## src/shared/wpc_defines.svh

```systemverilog
// Offsets, field positions, reset values and timing counts for write permission control.
`ifndef WPC_DEFINES_SVH
`define WPC_DEFINES_SVH
`define WPC_CLK_MHZ          250
`define WPC_STATUS_ADDR      8'hff
`define WPC_SLAVE_RD_BYTE    8'ha5
`define WPC_SLAVE_WR_BYTE    8'ha4
`define WPC_WEL_BIT          1
`define WPC_REG_WRITE_ENABLE_LATCH_BIT         2
`define WPC_LOCK_LO_BIT      3
`define WPC_LOCK_HI_BIT      4
`define WPC_SET_WEL_VAL      8'h02
`define WPC_CLR_WEL_VAL      8'h00
`define WPC_SET_REG_WRITE_ENABLE_LATCH_VAL     8'h06
`define WPC_LOCK_RESET       2'h0
`define WPC_QTR_BASE         8'hc0
`define WPC_HALF_BASE        8'h80
`define WPC_MISMATCH_CLKS    9
`define WPC_READ_IDLE_NS     200
`define WPC_READ_IDLE_CYC    ((`WPC_READ_IDLE_NS * `WPC_CLK_MHZ) / 1000)
`define WPC_NV_WC_MS         10
`define WPC_NV_WC_CYC        (`WPC_NV_WC_MS * `WPC_CLK_MHZ * 1000)
`endif

```

## src/shared/wpc_pkg.sv

```systemverilog
// Types shared by the write permission control block.
package wpc_pkg;
  typedef enum logic [1:0] {
    WPC_TGT_POT_VOL = 2'b00,
    WPC_TGT_POT_NV  = 2'b01,
    WPC_TGT_EEPROM  = 2'b10,
    WPC_TGT_STATUS  = 2'b11
  } wpc_target_e;

  typedef struct packed {
    logic        valid;
    wpc_target_e target;
    logic [7:0]  addr;
    logic [7:0]  data;
    logic        byteCountOk;
    logic        bitSeqOk;
  } wpc_wreq_s;

  typedef enum logic [1:0] {
    WPC_ST_STANDBY  = 2'b00,
    WPC_ST_ACTIVE   = 2'b01,
    WPC_ST_SETTLE   = 2'b10,
    WPC_ST_NVCYCLE  = 2'b11
  } wpc_power_e;
endpackage

```

## src/hdl/wpc_sync3.sv

```systemverilog
// Three-flop input synchroniser whose output changes once stages two and three agree.
`timescale 1ns/1ps
module wpc_sync3 (
  // Clock and reset.
  input  wire logic core_clk,
  input  wire logic reset_n,
  // Raw level and its filtered copy.
  input  wire logic asyncIn,
  output logic      syncOut
);
  logic [2:0] stage_q;

  // Stage one is read only by stage two to keep metastability contained.
  always_ff @(posedge core_clk or negedge reset_n) begin
    if (!reset_n) begin
      stage_q <= 3'h0;
    end else begin
      stage_q <= {stage_q[1:0], asyncIn};
    end
  end

  // Output follows only when the two settled stages agree.
  always_ff @(posedge core_clk or negedge reset_n) begin
    if (!reset_n) begin
      syncOut <= 1'b0;
    end else if (stage_q[1] == stage_q[2]) begin
      syncOut <= stage_q[2];
    end
  end
endmodule

```

## src/hdl/write_permission_control.sv

```systemverilog
// Write permission decisions, status byte reads and standby timing for the two-wire device.
// How it works
// - Status read: address byte then FFh.
// - One status byte per read, then idle.
// - Status reads never disturb latch sequence.
// - Reserved upper three and lowest bits read zero.
// - All writes but a status 02h refused without write-enable latch.
// - Status writes other than 00h, 02h, 06h also need register-write latch.
// - Locks guard EEPROM regions and potentiometers.
// - Protect pin high blocks nonvolatile writes.
// - Protect high: only unlocked volatile pot writes.
// - Protect low: locks refuse pots, limit EEPROM.
// - Nonvolatile cycle needs proper counts at STOP.
// - Mismatched select returns standby after nine clocks.
// - STOP after read: standby after 200 ns.
// - STOP after nonvolatile write: stay active full cycle.
// - Write-enable latch set by 02h, cleared by 00h.
// - Value 06h sets both latches, needs prior latch.
// - Lock codes select none, quarter, half, all.
// - Refused write withholds data byte acknowledge.
`timescale 1ns/1ps
`include "wpc_defines.svh"
module write_permission_control
  import wpc_pkg::*;
#(
  parameter int unsigned NV_WC_CYC = `WPC_NV_WC_CYC
) (
  // Clock and reset.
  input  wire logic       core_clk,
  input  wire logic       reset_n,
  // Write-protect pin, asynchronous.
  input  wire logic       writeProtectPin,
  // Bus events from the serial front end, same clock.
  input  wire logic       startSeen,
  input  wire logic       stopSeen,
  input  wire logic       sclRise,
  input  wire logic       selectMismatch,
  input  wire logic       statusReadReq,
  input  wire logic [7:0] readAddr,
  input  wire wpc_wreq_s  writeReq,
  // Decisions and status.
  output logic            writeAck,
  output logic            writeNack,
  output logic [7:0]      statusByte,
  output logic            statusValid,
  output logic            serialIdle,
  output logic            nvWriteStart,
  output logic            deviceActive,
  output logic [1:0]      lockBits
);
  localparam logic [31:0] READ_IDLE_CYC = `WPC_READ_IDLE_CYC;
  localparam logic [31:0] NV_CYC        = NV_WC_CYC;
  localparam logic [3:0]  MISMATCH_CLKS = 4'(`WPC_MISMATCH_CLKS);

  logic       wpSync;
  logic       wel_q;
  logic       reg_write_enable_latch_q;
  logic [1:0] lock_q;
  logic [1:0] lockPend_q;
  logic       nvPend_q;
  logic       nvOk_q;
  logic       writeOk;
  logic       regionLocked;
  logic       lockAny;
  logic [7:0] csr;
  wpc_power_e pwr_q;
  logic [31:0] timer_q;
  logic [3:0]  clkCnt_q;

  // Protect pin crosses in through three flops.
  wpc_sync3 u_wp_sync (
    .core_clk (core_clk),
    .reset_n  (reset_n),
    .asyncIn  (writeProtectPin),
    .syncOut  (wpSync)
  );

  // Region decode from the lock code.
  always_comb begin
    lockAny = |lock_q;
    case (lock_q)
      2'b00:   regionLocked = 1'b0;
      2'b01:   regionLocked = (writeReq.addr >= `WPC_QTR_BASE);
      2'b10:   regionLocked = (writeReq.addr >= `WPC_HALF_BASE);
      default: regionLocked = 1'b1;
    endcase
  end

  // Permission matrix, write-enable latch first, then protect pin and locks per target.
  always_comb begin
    writeOk = 1'b0;
    if (wel_q) begin
      case (writeReq.target)
        WPC_TGT_POT_VOL: writeOk = !lockAny;
        WPC_TGT_POT_NV:  writeOk = !lockAny && !wpSync;
        WPC_TGT_EEPROM:  writeOk = !regionLocked && !wpSync;
        // Latch-only writes need no register latch; any other byte does.
        WPC_TGT_STATUS:  writeOk = !wpSync &&
          ((writeReq.data == `WPC_CLR_WEL_VAL) || (writeReq.data == `WPC_SET_WEL_VAL) ||
           (writeReq.data == `WPC_SET_REG_WRITE_ENABLE_LATCH_VAL) || reg_write_enable_latch_q);
        default:         writeOk = 1'b0;
      endcase
    end else begin
      // The first 02h is the only write allowed before the latch is set.
      writeOk = (writeReq.target == WPC_TGT_STATUS) && !wpSync &&
                (writeReq.data == `WPC_SET_WEL_VAL);
    end
  end

  // Acknowledge decisions are combinational handshakes.
  assign writeAck  = writeReq.valid && writeOk;
  assign writeNack = writeReq.valid && !writeOk;

  // Status byte with reserved bits forced low.
  always_comb begin
    csr = 8'h00;
    csr[`WPC_WEL_BIT]     = wel_q;
    csr[`WPC_REG_WRITE_ENABLE_LATCH_BIT]    = reg_write_enable_latch_q;
    csr[`WPC_LOCK_LO_BIT] = lock_q[0];
    csr[`WPC_LOCK_HI_BIT] = lock_q[1];
  end

  // Latch updates; power-up clears the volatile latches.
  always_ff @(posedge core_clk or negedge reset_n) begin
    if (!reset_n) begin
      wel_q  <= 1'b0;
      reg_write_enable_latch_q <= 1'b0;
    end else if (writeAck && writeReq.target == WPC_TGT_STATUS) begin
      if (writeReq.data == `WPC_CLR_WEL_VAL) begin
        wel_q  <= 1'b0;
        reg_write_enable_latch_q <= 1'b0;
      end else if (writeReq.data == `WPC_SET_WEL_VAL && !reg_write_enable_latch_q) begin
        wel_q <= 1'b1;
      end else if (writeReq.data == `WPC_SET_REG_WRITE_ENABLE_LATCH_VAL) begin
        wel_q  <= 1'b1;
        reg_write_enable_latch_q <= wel_q;
      end else begin
        wel_q  <= writeReq.data[`WPC_WEL_BIT];
        reg_write_enable_latch_q <= 1'b0; // A lock write consumes the register latch.
      end
    end else if (writeNack && writeReq.target == WPC_TGT_EEPROM && regionLocked) begin
      reg_write_enable_latch_q <= 1'b0; // Writing into a locked region drops the register latch.
    end
  end

  // Pending nonvolatile store, committed only at a well-formed STOP.
  always_ff @(posedge core_clk or negedge reset_n) begin
    if (!reset_n) begin
      nvPend_q   <= 1'b0;
      nvOk_q     <= 1'b0;
      lockPend_q <= `WPC_LOCK_RESET;
    end else if (stopSeen || startSeen) begin
      nvPend_q <= 1'b0;
    end else if (writeAck && writeReq.target != WPC_TGT_POT_VOL) begin
      // With the register latch set, 02h is a lock write of 00 and clears the locks.
      nvPend_q <= (writeReq.target != WPC_TGT_STATUS) || (reg_write_enable_latch_q &&
                  writeReq.data != `WPC_SET_REG_WRITE_ENABLE_LATCH_VAL && writeReq.data != `WPC_CLR_WEL_VAL);
      nvOk_q   <= writeReq.byteCountOk && writeReq.bitSeqOk;
      if (writeReq.target == WPC_TGT_STATUS) begin
        lockPend_q <= {writeReq.data[`WPC_LOCK_HI_BIT], writeReq.data[`WPC_LOCK_LO_BIT]};
      end else begin
        // A memory or pot store must not launch a stale lock code left pending.
        lockPend_q <= lock_q;
      end
    end
  end

  assign nvWriteStart = stopSeen && nvPend_q && nvOk_q;

  // Lock bits take their stored value when the cycle launches.
  always_ff @(posedge core_clk or negedge reset_n) begin
    if (!reset_n) begin
      lock_q <= `WPC_LOCK_RESET;
    end else if (nvWriteStart && lockPend_q != lock_q && !wpSync) begin
      lock_q <= lockPend_q;
    end
  end

  // Status reads answer on the next clock and never touch the latches.
  always_ff @(posedge core_clk or negedge reset_n) begin
    if (!reset_n) begin
      statusByte  <= 8'h00;
      statusValid <= 1'b0;
      serialIdle  <= 1'b1;
    end else begin
      statusValid <= statusReadReq && (readAddr == `WPC_STATUS_ADDR);
      if (statusReadReq && readAddr == `WPC_STATUS_ADDR) begin
        statusByte <= csr;
        serialIdle <= 1'b1;
      end else if (startSeen) begin
        serialIdle <= 1'b0;
      end else if (stopSeen) begin
        serialIdle <= 1'b1;
      end
    end
  end

  // Active and standby timing around START and STOP.
  always_ff @(posedge core_clk or negedge reset_n) begin
    if (!reset_n) begin
      pwr_q    <= WPC_ST_STANDBY;
      timer_q  <= 32'h0;
      clkCnt_q <= 4'h0;
    end else begin
      case (pwr_q)
        WPC_ST_STANDBY: begin
          if (startSeen) begin
            pwr_q    <= WPC_ST_ACTIVE;
            clkCnt_q <= 4'h0;
          end
        end
        WPC_ST_ACTIVE: begin
          if (nvWriteStart) begin
            pwr_q   <= WPC_ST_NVCYCLE;
            timer_q <= NV_CYC - 32'h1;
          end else if (stopSeen) begin
            pwr_q   <= WPC_ST_SETTLE;
            timer_q <= READ_IDLE_CYC - 32'h1;
          end else if (selectMismatch && sclRise) begin
            if (clkCnt_q == MISMATCH_CLKS - 4'h1) begin
              pwr_q <= WPC_ST_STANDBY;
            end else begin
              clkCnt_q <= clkCnt_q + 4'h1;
            end
          end
        end
        WPC_ST_SETTLE, WPC_ST_NVCYCLE: begin
          if (startSeen && pwr_q == WPC_ST_SETTLE) begin
            pwr_q    <= WPC_ST_ACTIVE;
            clkCnt_q <= 4'h0;
          end else if (timer_q == 32'h0) begin
            pwr_q <= WPC_ST_STANDBY;
          end else begin
            timer_q <= timer_q - 32'h1;
          end
        end
        default: pwr_q <= WPC_ST_STANDBY;
      endcase
    end
  end

  assign deviceActive = (pwr_q != WPC_ST_STANDBY);
  assign lockBits     = lock_q;
endmodule

```

## config.mk

```make
export PLATFORM = sky130hd
export DESIGN_NAME = write_permission_control
export DESIGN_NICKNAME = d
export VERILOG_FILES = /design/src/shared/wpc_pkg.sv /design/src/hdl/wpc_sync3.sv /design/src/hdl/write_permission_control.sv
export VERILOG_INCLUDE_DIRS = /design/src /design/src/shared
export SDC_FILE = /design/constraint.sdc
export NUM_CORES = 1
export LEC_CHECK = 0
export BUFFER_PORTS_ARGS = -buffer_cell sky130_fd_sc_hd__buf_2
export CELL_PAD_IN_SITES_DETAIL_PLACEMENT = 2
export CELL_PAD_IN_SITES_GLOBAL_PLACEMENT = 2
export CORE_MARGIN = 2
export CORE_UTILIZATION = 31
export CTS_CLUSTER_DIAMETER = 200
export DETAILED_ROUTE_END_ITERATION = 6
export HOLD_SLACK_MARGIN = 0.15
export PLACE_DENSITY = 0.84
export SYNTH_ARGS = -nofsm -noshare
export SYNTH_HDL_FRONTEND = slang
export SYNTH_HIERARCHICAL = 1
export SYNTH_SLANG_ARGS = --single-unit
export TNS_END_PERCENT = 1
```

## constraint.sdc

```tcl
create_clock -name core_clk -period 2.4 [get_ports core_clk]
set_input_delay 0.48 -clock core_clk [delete_from_list [all_inputs] [get_ports core_clk]]
set_output_delay 0.48 -clock core_clk [all_outputs]
set_load 0.02 [all_outputs]
```

==> flow_metrics.env, run 1 <==
export IMPL_synthMuxAreaShare=0.0471
export IMPL_finalNonFillerCells=577
export IMPL_crit_path_end_kind="primary output"
export IMPL_area_delta_synth_final_pct=29.6
export IMPL_min_period_over_period=1.03
export IMPL_root_buffer="clkbuf_8"
export IMPL_antenna_cells=0
export IMPL_crit_fanout=3
export IMPL_clk_pin_slew_ps=120
export IMPL_ir_worst_vdd_uv=360
export IMPL_cts_buffer_depth=2
export IMPL_synth_seq_cells=56
export IMPL_synthTopCellsByArea="dfrtp_1, mux2_2, nand2b_1, o21ai_0, nand3_1"
export IMPL_grt_max_degree=57
export IMPL_whs_ps=241
export IMPL_rows=37
export IMPL_cts_sinks=56
export IMPL_synth_common_cells="dfrtp_1, nor2_1, o21ai_0"
export IMPL_fin_nets=480
export IMPL_first_global_vias=3742
export IMPL_synth_cell_types=59
export IMPL_grt_ovfl_total=0
export IMPL_portBuffers=42
export IMPL_antenna_found_initial=0
export IMPL_cp_start_kind="primary input"
export IMPL_cp_arrival_ps=1980
export IMPL_dpl_hpwl_um=7990
export IMPL_p_sw_w=0.00197
export IMPL_maxCapViolCount=0
export IMPL_p_int_w=0.00227
export IMPL_track_usage=0.232
export IMPL_p_leak_nw=1.93
export IMPL_worstHoldStart="writeProtectPin"
export IMPL_dr_pass1_iters=5
export IMPL_synth_area_leader_cell="dfrtp_1"
export IMPL_ant_nets=0
export IMPL_synthCells=351
export IMPL_wire_per_inst_um=24.1
export IMPL_die_area_mm2=0.0114
export IMPL_synth_main_ff_cell="dfrtp_1"
export IMPL_whs_endpoint="u_wp_sync/stage_q[0]"
export IMPL_synthMostInstantiatedCell="dfrtp_1"
export IMPL_r2r_start="timer_q[15]"
export IMPL_grt_setup_unrepaired="yes"
export IMPL_slew_headroom=0.565
export IMPL_utilization=0.412
export IMPL_synth_top_family_by_area="simple AND/OR/NAND/NOR gates"
export IMPL_synth_edff_count=0
export IMPL_routed_wl_um=13900
export IMPL_min_delay_path_depth=1
export IMPL_synth_simple_area_share=0.286
export IMPL_synth_top_cell_area_share=0.421
export IMPL_crit_required_ps=1920
export IMPL_layout_drive_gt1_share=0.340
export IMPL_yosys_warnings=6
export IMPL_rrSetupSlack_ps=0
export IMPL_setup_tns_ps=-118
export IMPL_fmax_ghz=0.406
export IMPL_viasPerCell=5.81
export IMPL_violations="negative setup slack"
export IMPL_synth_compound_area_frac=0.169
export IMPL_reg2reg_to="timer_q[2]"
export IMPL_place_inst=551
export IMPL_io_pins=53
export IMPL_seq_area_frac_synth=0.429
export IMPL_synthArstFlopShare=1.00
export IMPL_skew_ps=25.6
export IMPL_numCtsBuffers=5
export IMPL_drv_slew=0
export IMPL_hold_viol=0
export IMPL_syn_cell_area_mm2=0.00327
export IMPL_worst_slew_pin_slew_ps=650
export IMPL_core_area_mm2=0.0103
export IMPL_synth_xor_area_frac=0.00804
export IMPL_place_congestion=0.775
export IMPL_grt_pass1_wl_um=20600
export IMPL_die_w_um=107
export IMPL_fin_crit_ps=2460
export IMPL_drtIter0Drc=231
export IMPL_p_seq_frac=0.341
export IMPL_synth_fa_ha_area_frac=0.0149
export IMPL_start_util=0.318
export IMPL_die_h_um=107
export IMPL_status="finished with violations"
export IMPL_cts_tree="yes"
export IMPL_hp_class="primary input to flop"
export IMPL_via_count=3352
export IMPL_clock_latency_ps=340
export IMPL_setup_violations=3
export IMPL_synth_avg_cell_area_um2=9.31
export IMPL_combPwrFrac=0.524
export IMPL_drc=0
export IMPL_p_clk_frac=0.135
export IMPL_p_sw_frac=0.466
export IMPL_cts_max_level=2
export IMPL_crit_type="primary input to primary output"
export IMPL_power_density_mw_per_mm2=1000
export IMPL_setup_ws_ps=-61.4
export IMPL_rr_worst_depth=7
per-stage QoR:
step / setup slack [ps] / total power [W] / cell area, um^2
6_report: -61.4 / 0.00424 / 4230
5_1_grt: -205 / 0.00446 / 4230
4_1_cts: 1.31 / 0.00404 / 4080
3_5_place_dp: -141 / 0.00329 / 3860
3_3_place_gp: -121 / 0.00312 / 3860
2_1_floorplan: 31.2 / 0.00251 / 3280
kinds of logic after synthesis:
kind of cell	count (synthesis)
simple gates	163
compound gates	79
flops	56
buf+inv	31
mux	14
fa+ha+maj	4
xor+xnor	3
other cells	1
routing by layer:
layer  share of wire  up-vias  GRT usage
met5               0        -          0
met4           0.032        0     0.0993
met3           0.031       37     0.0237
met2            0.51       90      0.403
met1            0.43     1737      0.295
li1                -     1488          -
timing repair:
action                                  in CTS  in global routing
endpoints found under the hold margin        0                  3
hold buffers                                 0                  1
endpoints found under the setup margin      23                 21
buffers inserted                            11                  7
resized for setup                           11                 25
pin swaps                                    6                  9
how the worst max path moves through the flow:
stage           startpoint          to  slack [ps]
2_1_floorplan  timer_q[16]  timer_q[2]          30
3_3_place_gp   writeReq[5]   writeNack        -120
3_5_place_dp   writeReq[5]   writeNack        -140
4_1_cts        timer_q[28]  timer_q[2]           1
5_1_grt        writeReq[2]    writeAck        -210
6_report       writeReq[6]    writeAck         -60
layout make-up:
type / count / area (um^2)
fill: 1115 / 6040
clock inverter: 1 / 8.76
sequential: 56 / 1410
tap: 136 / 170
inverter: 12 / 47.5
multi-input combinational: 267 / 1860
clock buffer: 7 / 76.3
timing repair buffer: 98 / 668
power groups by stage:
stage / sequential, W / combinational (W) / clock, W
3_5_place_dp: 0.00142 / 0.00187 / 0
4_1_cts: 0.00141 / 0.00206 / 0.000563
2_1_floorplan: 0.00133 / 0.00118 / 0
5_1_grt: 0.00147 / 0.00238 / 0.000605
3_3_place_gp: 0.00138 / 0.00174 / 0
6_report: 0.00144 / 0.00222 / 0.000573
worst max-delay path, stage by stage:
cell and delay (ps):
buf_8 100, nor4_4 270, buf_4 170, buf_4 110, and2_4 140, and4_4 230
nor2_1 80, a21boi_1 220, buf_4 180
cell usage in the layout, fill, tap and decap left out, types with 4 or more instances in the layout:
cell	instances
a21oi_1	9
a221oi_1	4
and3_1	9
and4_1	4
buf_2	39
buf_4	54
clkbuf_8	5
conb_1	4
dfrtp_1	53
inv_1	11
mux2_2	11
nand2_1	19
nand2b_1	17
nand3_1	20
nand4_1	10
nor2_1	20
nor3_1	15
nor4_1	7
o211a_1	4
o21ai_0	21
o31ai_1	5
or2_2	5
or3_1	5
or4_1	4
or4_4	5
sequential cells by signal (all words and copies together) (netlist names):
name	count
clkCnt_q	4
lockBits	2
lockPend_q	2
nvOk_q	1
nvPend_q	1
pwr_q	2
reg_write_enable_latch_q	1
serialIdle	1
statusByte	4
statusValid	1
timer_q	32
u_wp_sync/stage_q	3
u_wp_sync/syncOut	1
wel_q	1
(Power assumes the default switching activity.)
==> run 2: changes to the inputs <==
- CORE_UTILIZATION: 31 -> 38
- PLACE_DENSITY: 0.84 -> 0.95
- clock period: 2.4 -> 3 ns (I/O delays scaled with it)
==> run 2 against run 1 <==
Effect of this change:
- the flow now finishes without violations
- clock-buffer cell count down 1
- cell count down 12%
- sequential cell count unchanged
- sequential share of layout area up 4.1 points
- die area down 18%
- routed wire length down 15%
- critical path depth down 1
- design area down 11%
- sequential power down 19%
- critical path type unchanged
- largest power group unchanged
==> flow_metrics.env, run 2 (same netlist as run 1, synthesis figures left out) <==
export IMPL_via_count=3168
export IMPL_power_density_mw_per_mm2=805
export IMPL_grt_ovfl_total=0
export IMPL_cts_setup_buffers=0
export IMPL_cts_max_level=2
export IMPL_cts_sinks=56
export IMPL_root_buffer="clkbuf_8"
export IMPL_clk_pin_slew_ps=110
export IMPL_r2r_start="timer_q[21]"
export IMPL_worst_slew_pin_slew_ps=848
export IMPL_maxCapViolCount=0
export IMPL_hold_viol=0
export IMPL_power_w=0.00302
export IMPL_ant_nets=0
export IMPL_die_h_um=96.7
export IMPL_drtIter0Drc=151
export IMPL_clock_latency_ps=330
export IMPL_die_w_um=96.7
export IMPL_first_global_vias=3603
export IMPL_crit_path_end_kind="primary output"
export IMPL_final_cell_mix="dfrtp_1, buf_2, nor2_1, o21ai_0, nand3_1"
export IMPL_mostFrequentLayoutCell="dfrtp_1"
export IMPL_grt_max_degree=34
export IMPL_crit_type="primary input to primary output"
export IMPL_wire_per_inst_um=23.4
export IMPL_track_usage=0.262
export IMPL_largest_register="timer_q"
export IMPL_largest_register_ffs=32
export IMPL_crit_required_ps=2400
export IMPL_cp_arrival_ps=2280
export IMPL_viasPerCell=6.26
export IMPL_skew_ps=11.8
export IMPL_drc=0
export IMPL_place_congestion=0.812
export IMPL_drv_slew=0
export IMPL_cts_hold_buf=0
export IMPL_status="finished, final reports clean"
export IMPL_grt_setup_unrepaired="no"
export IMPL_n_fill_cell=919
export IMPL_numCtsBuffers=5
export IMPL_utilization=0.455
export IMPL_ir_worst_vdd_uv=340
export IMPL_area_delta_synth_final_pct=15.0
export IMPL_dpl_hpwl_um=8560
export IMPL_die_area_mm2=0.00935
export IMPL_dr_pass1_iters=4
export IMPL_cts_buffer_depth=2
export IMPL_setup_tns_ps=0
export IMPL_fmax_ghz=0.347
export IMPL_cp_start_kind="primary input"
export IMPL_p_leak_nw=1.71
export IMPL_fin_nets=440
export IMPL_crit_fanout=3
export IMPL_routed_wl_um=11800
export IMPL_core_area_mm2=0.00826
export IMPL_portBuffers=42
export IMPL_layout_drive_gt1_share=0.232
export IMPL_crit_start="writeReq[5]"
export IMPL_antenna_cells=0
export IMPL_start_util=0.396
export IMPL_slew_headroom=0.430
export IMPL_rows=33
export IMPL_rr_worst_depth=6
export IMPL_fin_crit_ps=2880
export IMPL_setup_violations=0
export IMPL_io_pins=53
export IMPL_antenna_found_initial=0
export IMPL_hp_class="primary input to async pin"
export IMPL_cts_tree="yes"
export IMPL_grt_pass1_wl_um=19700
export IMPL_reg_top3="timer_q x32, clkCnt_q x4, statusByte x4"
export IMPL_min_period_over_period=0.961
## run 2: changes by cell type in the layout (fill, tap and decap cells not counted), sizes merged
cell	before	now
clkbuf	7	6
inv	12	14
clkinv	1	0
dlygate4sd3	1	0
buf	97	58
## run 2: through the flow
step,hold WS (ps),setup WS [ps],cells,cell area [um^2]
6_report,357,118,506,3760
5_1_grt,356,34.9,506,3760
4_1_cts,360,42.2,506,3750
3_5_place_dp,339,-34.8,498,3640
3_3_place_gp,332,206,498,3640
2_1_floorplan,304,316,354,3280
## run 2: area by class of cell
class / count / area, um^2 / share of cell area
multi-input combinational: 267 / 1750 / 0.465
clock buffer: 6 / 82.6 / 0.0220
tap: 105 / 131 / 0.0350
inverter: 12 / 45.0 / 0.0120
sequential: 56 / 1400 / 0.373
timing repair buffer: 58 / 330 / 0.0879
clock inverter: 2 / 17.5 / 0.00466
## run 2: what timing repair did
item                       4_1_cts  5_1_grt
pin swaps                        0        1
setup endpoints to repair        2        4
gates resized for setup          1        2
## run 2: final timing paths
| path | to | slack, ps |
|---|---|---|
| worst max-delay path | writeAck | 120 |
| worst min-delay path | statusValid | 360 |
| worst max register to register | timer_q[19] | 310 |
| worst min register to register | u_wp_sync/stage_q[1] | 360 |
| max in group asynchronous | timer_q[11] | 1920 |
| min in group core_clk | u_wp_sync/stage_q[1] | 360 |
## run 2: power by group
part	internal, W	switching (W)	total [W]	leakage, nW
clock	0.000194	0.000280	0.000474	0.0522
sequential	0.000922	0.000250	0.00117	0.734
combinational	0.000514	0.000864	0.00138	0.920
total	0.00163	0.00139	0.00302	1.71
## run 2: worst max-delay path: stages
cell and delay, ps:
buf_2 120, nor4_2 310, buf_4 170, a311oi_1 130
nor4_2 400, nor2_1 150, a21boi_0 190, buf_2 210
## run 2: layer usage
metal  vias up  GRT usage  wire length [um]  part of all wire
met5         -          0                 0                 0
met4         0      0.104               295             0.025
met3        24     0.0361               323             0.027
met2        68      0.472              6470              0.55
met1      1665      0.313              4730              0.40
li1       1411          -                 -                 -
==> run 3: changes to the inputs <==
- ABC_AREA: not set -> 1
- CORE_UTILIZATION: 38 -> 35
==> run 3 against run 2 <==
Effect of this change:
- synthesized cell count is 30% higher
- total power is 6.9% lower
- utilization decreased by 4.2 points
- setup slack better by 180 ps
- sequential power is 10% lower
- routed wire length grew 2.6%
- register-to-register slack better by 80 ps
- critical path depth increased by 3
- sequential cell count did not move
- clock skew up 5.7 ps
- combinational power decreased by 17%
- non-clock buffer count fell by 13
==> flow_metrics.env, run 3 <==
export IMPL_slew_headroom=0.620
export IMPL_numCtsBuffers=5
export IMPL_cts_setup_buffers=0
export IMPL_cts_sinks=56
export IMPL_max_stage_delay_ps=520
export IMPL_portBuffers=42
export IMPL_start_util=0.362
export IMPL_clk_pin_slew_ps=110
export IMPL_fin_crit_ps=2700
export IMPL_pre_cts_ws_ps=416
export IMPL_viasPerCell=5.23
export IMPL_status="finished, final reports clean"
export IMPL_drtIter0Drc=149
export IMPL_seq_area_frac_synth=0.418
export IMPL_reg_top3="timer_q x32, clkCnt_q x4, statusByte x4"
export IMPL_largest_register_ffs=32
export IMPL_crit_required_ps=2400
export IMPL_cts_max_level=2
export IMPL_crit_top_cell="nand2_1"
export IMPL_syn_cell_area_mm2=0.00336
export IMPL_skew_ps=17.5
export IMPL_worst_slew_pin_slew_ps=570
export IMPL_synth_common_cells="nand2_1, nor2_1, dfrtp_1"
export IMPL_whs_ps=227
export IMPL_io_pins=53
export IMPL_hp_class="primary input to async pin"
export IMPL_fin_nets=538
export IMPL_min_period_over_period=0.901
export IMPL_setup_violations=0
export IMPL_synthArstFlopShare=1.00
export IMPL_synthCells=455
export IMPL_synth_main_ff_cell="dfrtp_1"
export IMPL_wire_per_inst_um=19.3
export IMPL_synth_edff_count=0
export IMPL_via_count=3282
export IMPL_rrSetupSlack_ps=390
export IMPL_ir_worst_vdd_uv=313
export IMPL_ant_nets=0
export IMPL_cts_tree="yes"
export IMPL_power_density_mw_per_mm2=735
export IMPL_setup_ws_ps=297
export IMPL_grt_ovfl_total=0
export IMPL_place_congestion=0.833
export IMPL_crit_fanout=6
export IMPL_drv_slew=0
export IMPL_die_area_mm2=0.0104
export IMPL_core_area_mm2=0.00928
export IMPL_grt_pass1_wl_um=19500
export IMPL_hold_viol=0
export IMPL_maxCapViolCount=0
export IMPL_drc=0
export IMPL_synth_seq_cells=56
export IMPL_crit_path_end_kind="primary output"
export IMPL_dpl_hpwl_um=9220
export IMPL_mostFrequentLayoutCell="nand2_1"
export IMPL_worstPathCellList="nor2_1, nor2_1, nand3_1, nand2_1, inv_1, nand2_1, nand2_1, nand2_1, nand2_1, nor2_1, buf_2"
export IMPL_rows=35
export IMPL_antenna_cells=0
export IMPL_p_leak_nw=1.93
export IMPL_fmax_ghz=0.370
export IMPL_root_buffer="clkbuf_8"
export IMPL_place_inst=620
export IMPL_synth_top_cell_area_share=0.410
export IMPL_track_usage=0.246
export IMPL_antenna_found_initial=0
export IMPL_routed_wl_um=12100
export IMPL_dr_pass1_iters=4
export IMPL_cp_arrival_ps=2100
export IMPL_synth_cell_types=37
export IMPL_die_w_um=102
export IMPL_setup_tns_ps=0
export IMPL_finalNonFillerCells=628
export IMPL_first_global_vias=3692
export IMPL_synth_avg_cell_area_um2=7.38
export IMPL_crit_type="flop to primary output"
export IMPL_cts_buffer_depth=2
export IMPL_yosys_warnings=6
export IMPL_critPathSlowestCell="dfrtp_1"
export IMPL_cp_start_kind="flop"
export IMPL_largest_register="timer_q"
export IMPL_utilization=0.413
export IMPL_synthMostInstantiatedCell="nand2_1"
export IMPL_grt_setup_unrepaired="no"
export IMPL_synthTopCellsByArea="dfrtp_1, nand2_1, nor2_1, xor2_1, inv_1"
export IMPL_synth_area_leader_cell="dfrtp_1"
export IMPL_grt_max_degree=38
export IMPL_die_h_um=102
export IMPL_final_cell_mix="nand2_1, nor2_1, dfrtp_1"
export IMPL_layout_drive_gt1_share=0.140
export IMPL_cts_repair_resized=0
export IMPL_cts_hold_buf=0
export IMPL_clock_latency_ps=330
export IMPL_area_delta_synth_final_pct=14.0
[run 3: cell count changes in the layout (fill, tap and decap cells not counted), sizes merged, moves of 9 or more]
cell	previous run	this run
buf	58	45
inv	14	45
mux2	11	1
nand2	19	113
nand2b	19	0
nor2	21	96
nor3	16	4
nor4	11	0
o31ai	5	15
or4	9	0
xor2	3	19
[run 3: cell families (layout without fill, tap and decap cells)]
group                    count (synthesis)  after routing  synth area share
XOR/XNOR                                22             22            0.0574
adder cells (fa/ha/maj)                  3              3            0.0112
multiplexers                             1              1           0.00335
other                                    1              4           0.00112
AND/OR/NAND/NOR                        256            256             0.328
buffers and inverters                   56             97            0.0741
flip-flops                              56             56             0.418
AO/OA/AOI/OAI                           60             60             0.108
[run 3: report_power, final]
group / switching (W) / total (W) / internal [W] / leakage, nW
logic: 0.000829 / 0.00114 / 0.000313 / 1.13
registers: 0.000170 / 0.00105 / 0.000882 / 0.728
clock network: 0.000286 / 0.000622 / 0.000337 / 0.0687
[run 3: worst paths after layout]
check	cells past startpoint	startpoint	to
worst max-delay path	11	lockBits[0]	writeNack
worst min-delay path	1	reset_n	timer_q[14]
worst max register to register	11	timer_q[0]	timer_q[15]
worst min register to register	0	u_wp_sync/stage_q[0]	u_wp_sync/stage_q[1]
max in group asynchronous	2	reset_n	serialIdle
min in group core_clk	1	writeProtectPin	u_wp_sync/stage_q[0]
[run 3: metrics by stage]
step	total power [W]	cell area, um^2
final	0.00282	3830
after global routing	0.00300	3830
after CTS	0.00283	3830
after detailed placement	0.00217	3690
after global placement	0.00204	3690
after floorplan	0.00183	3370
[run 3: layout make-up]
type / count / area (um^2)
clock buffer: 5 / 68.8
clock inverter: 3 / 68.8
fill: 1139 / 5450
inverter: 44 / 165
multi-input combinational: 346 / 1720
sequential: 56 / 1400
tap: 129 / 161
timing repair buffer: 45 / 245
[run 3: worst max-delay path, delay by kind of cell (launching register included)]
kind | cells | cell delay (ps)
buffers and inverters | 2 | 230
DFF | 1 | 520
and+or+nand+nor | 9 | 1020
[run 3: layer usage]
layer,wire length (um),track usage
met1,5020,0.287
met2,6490,0.466
met3,287,0.0274
met4,322,0.0790
met5,0,0
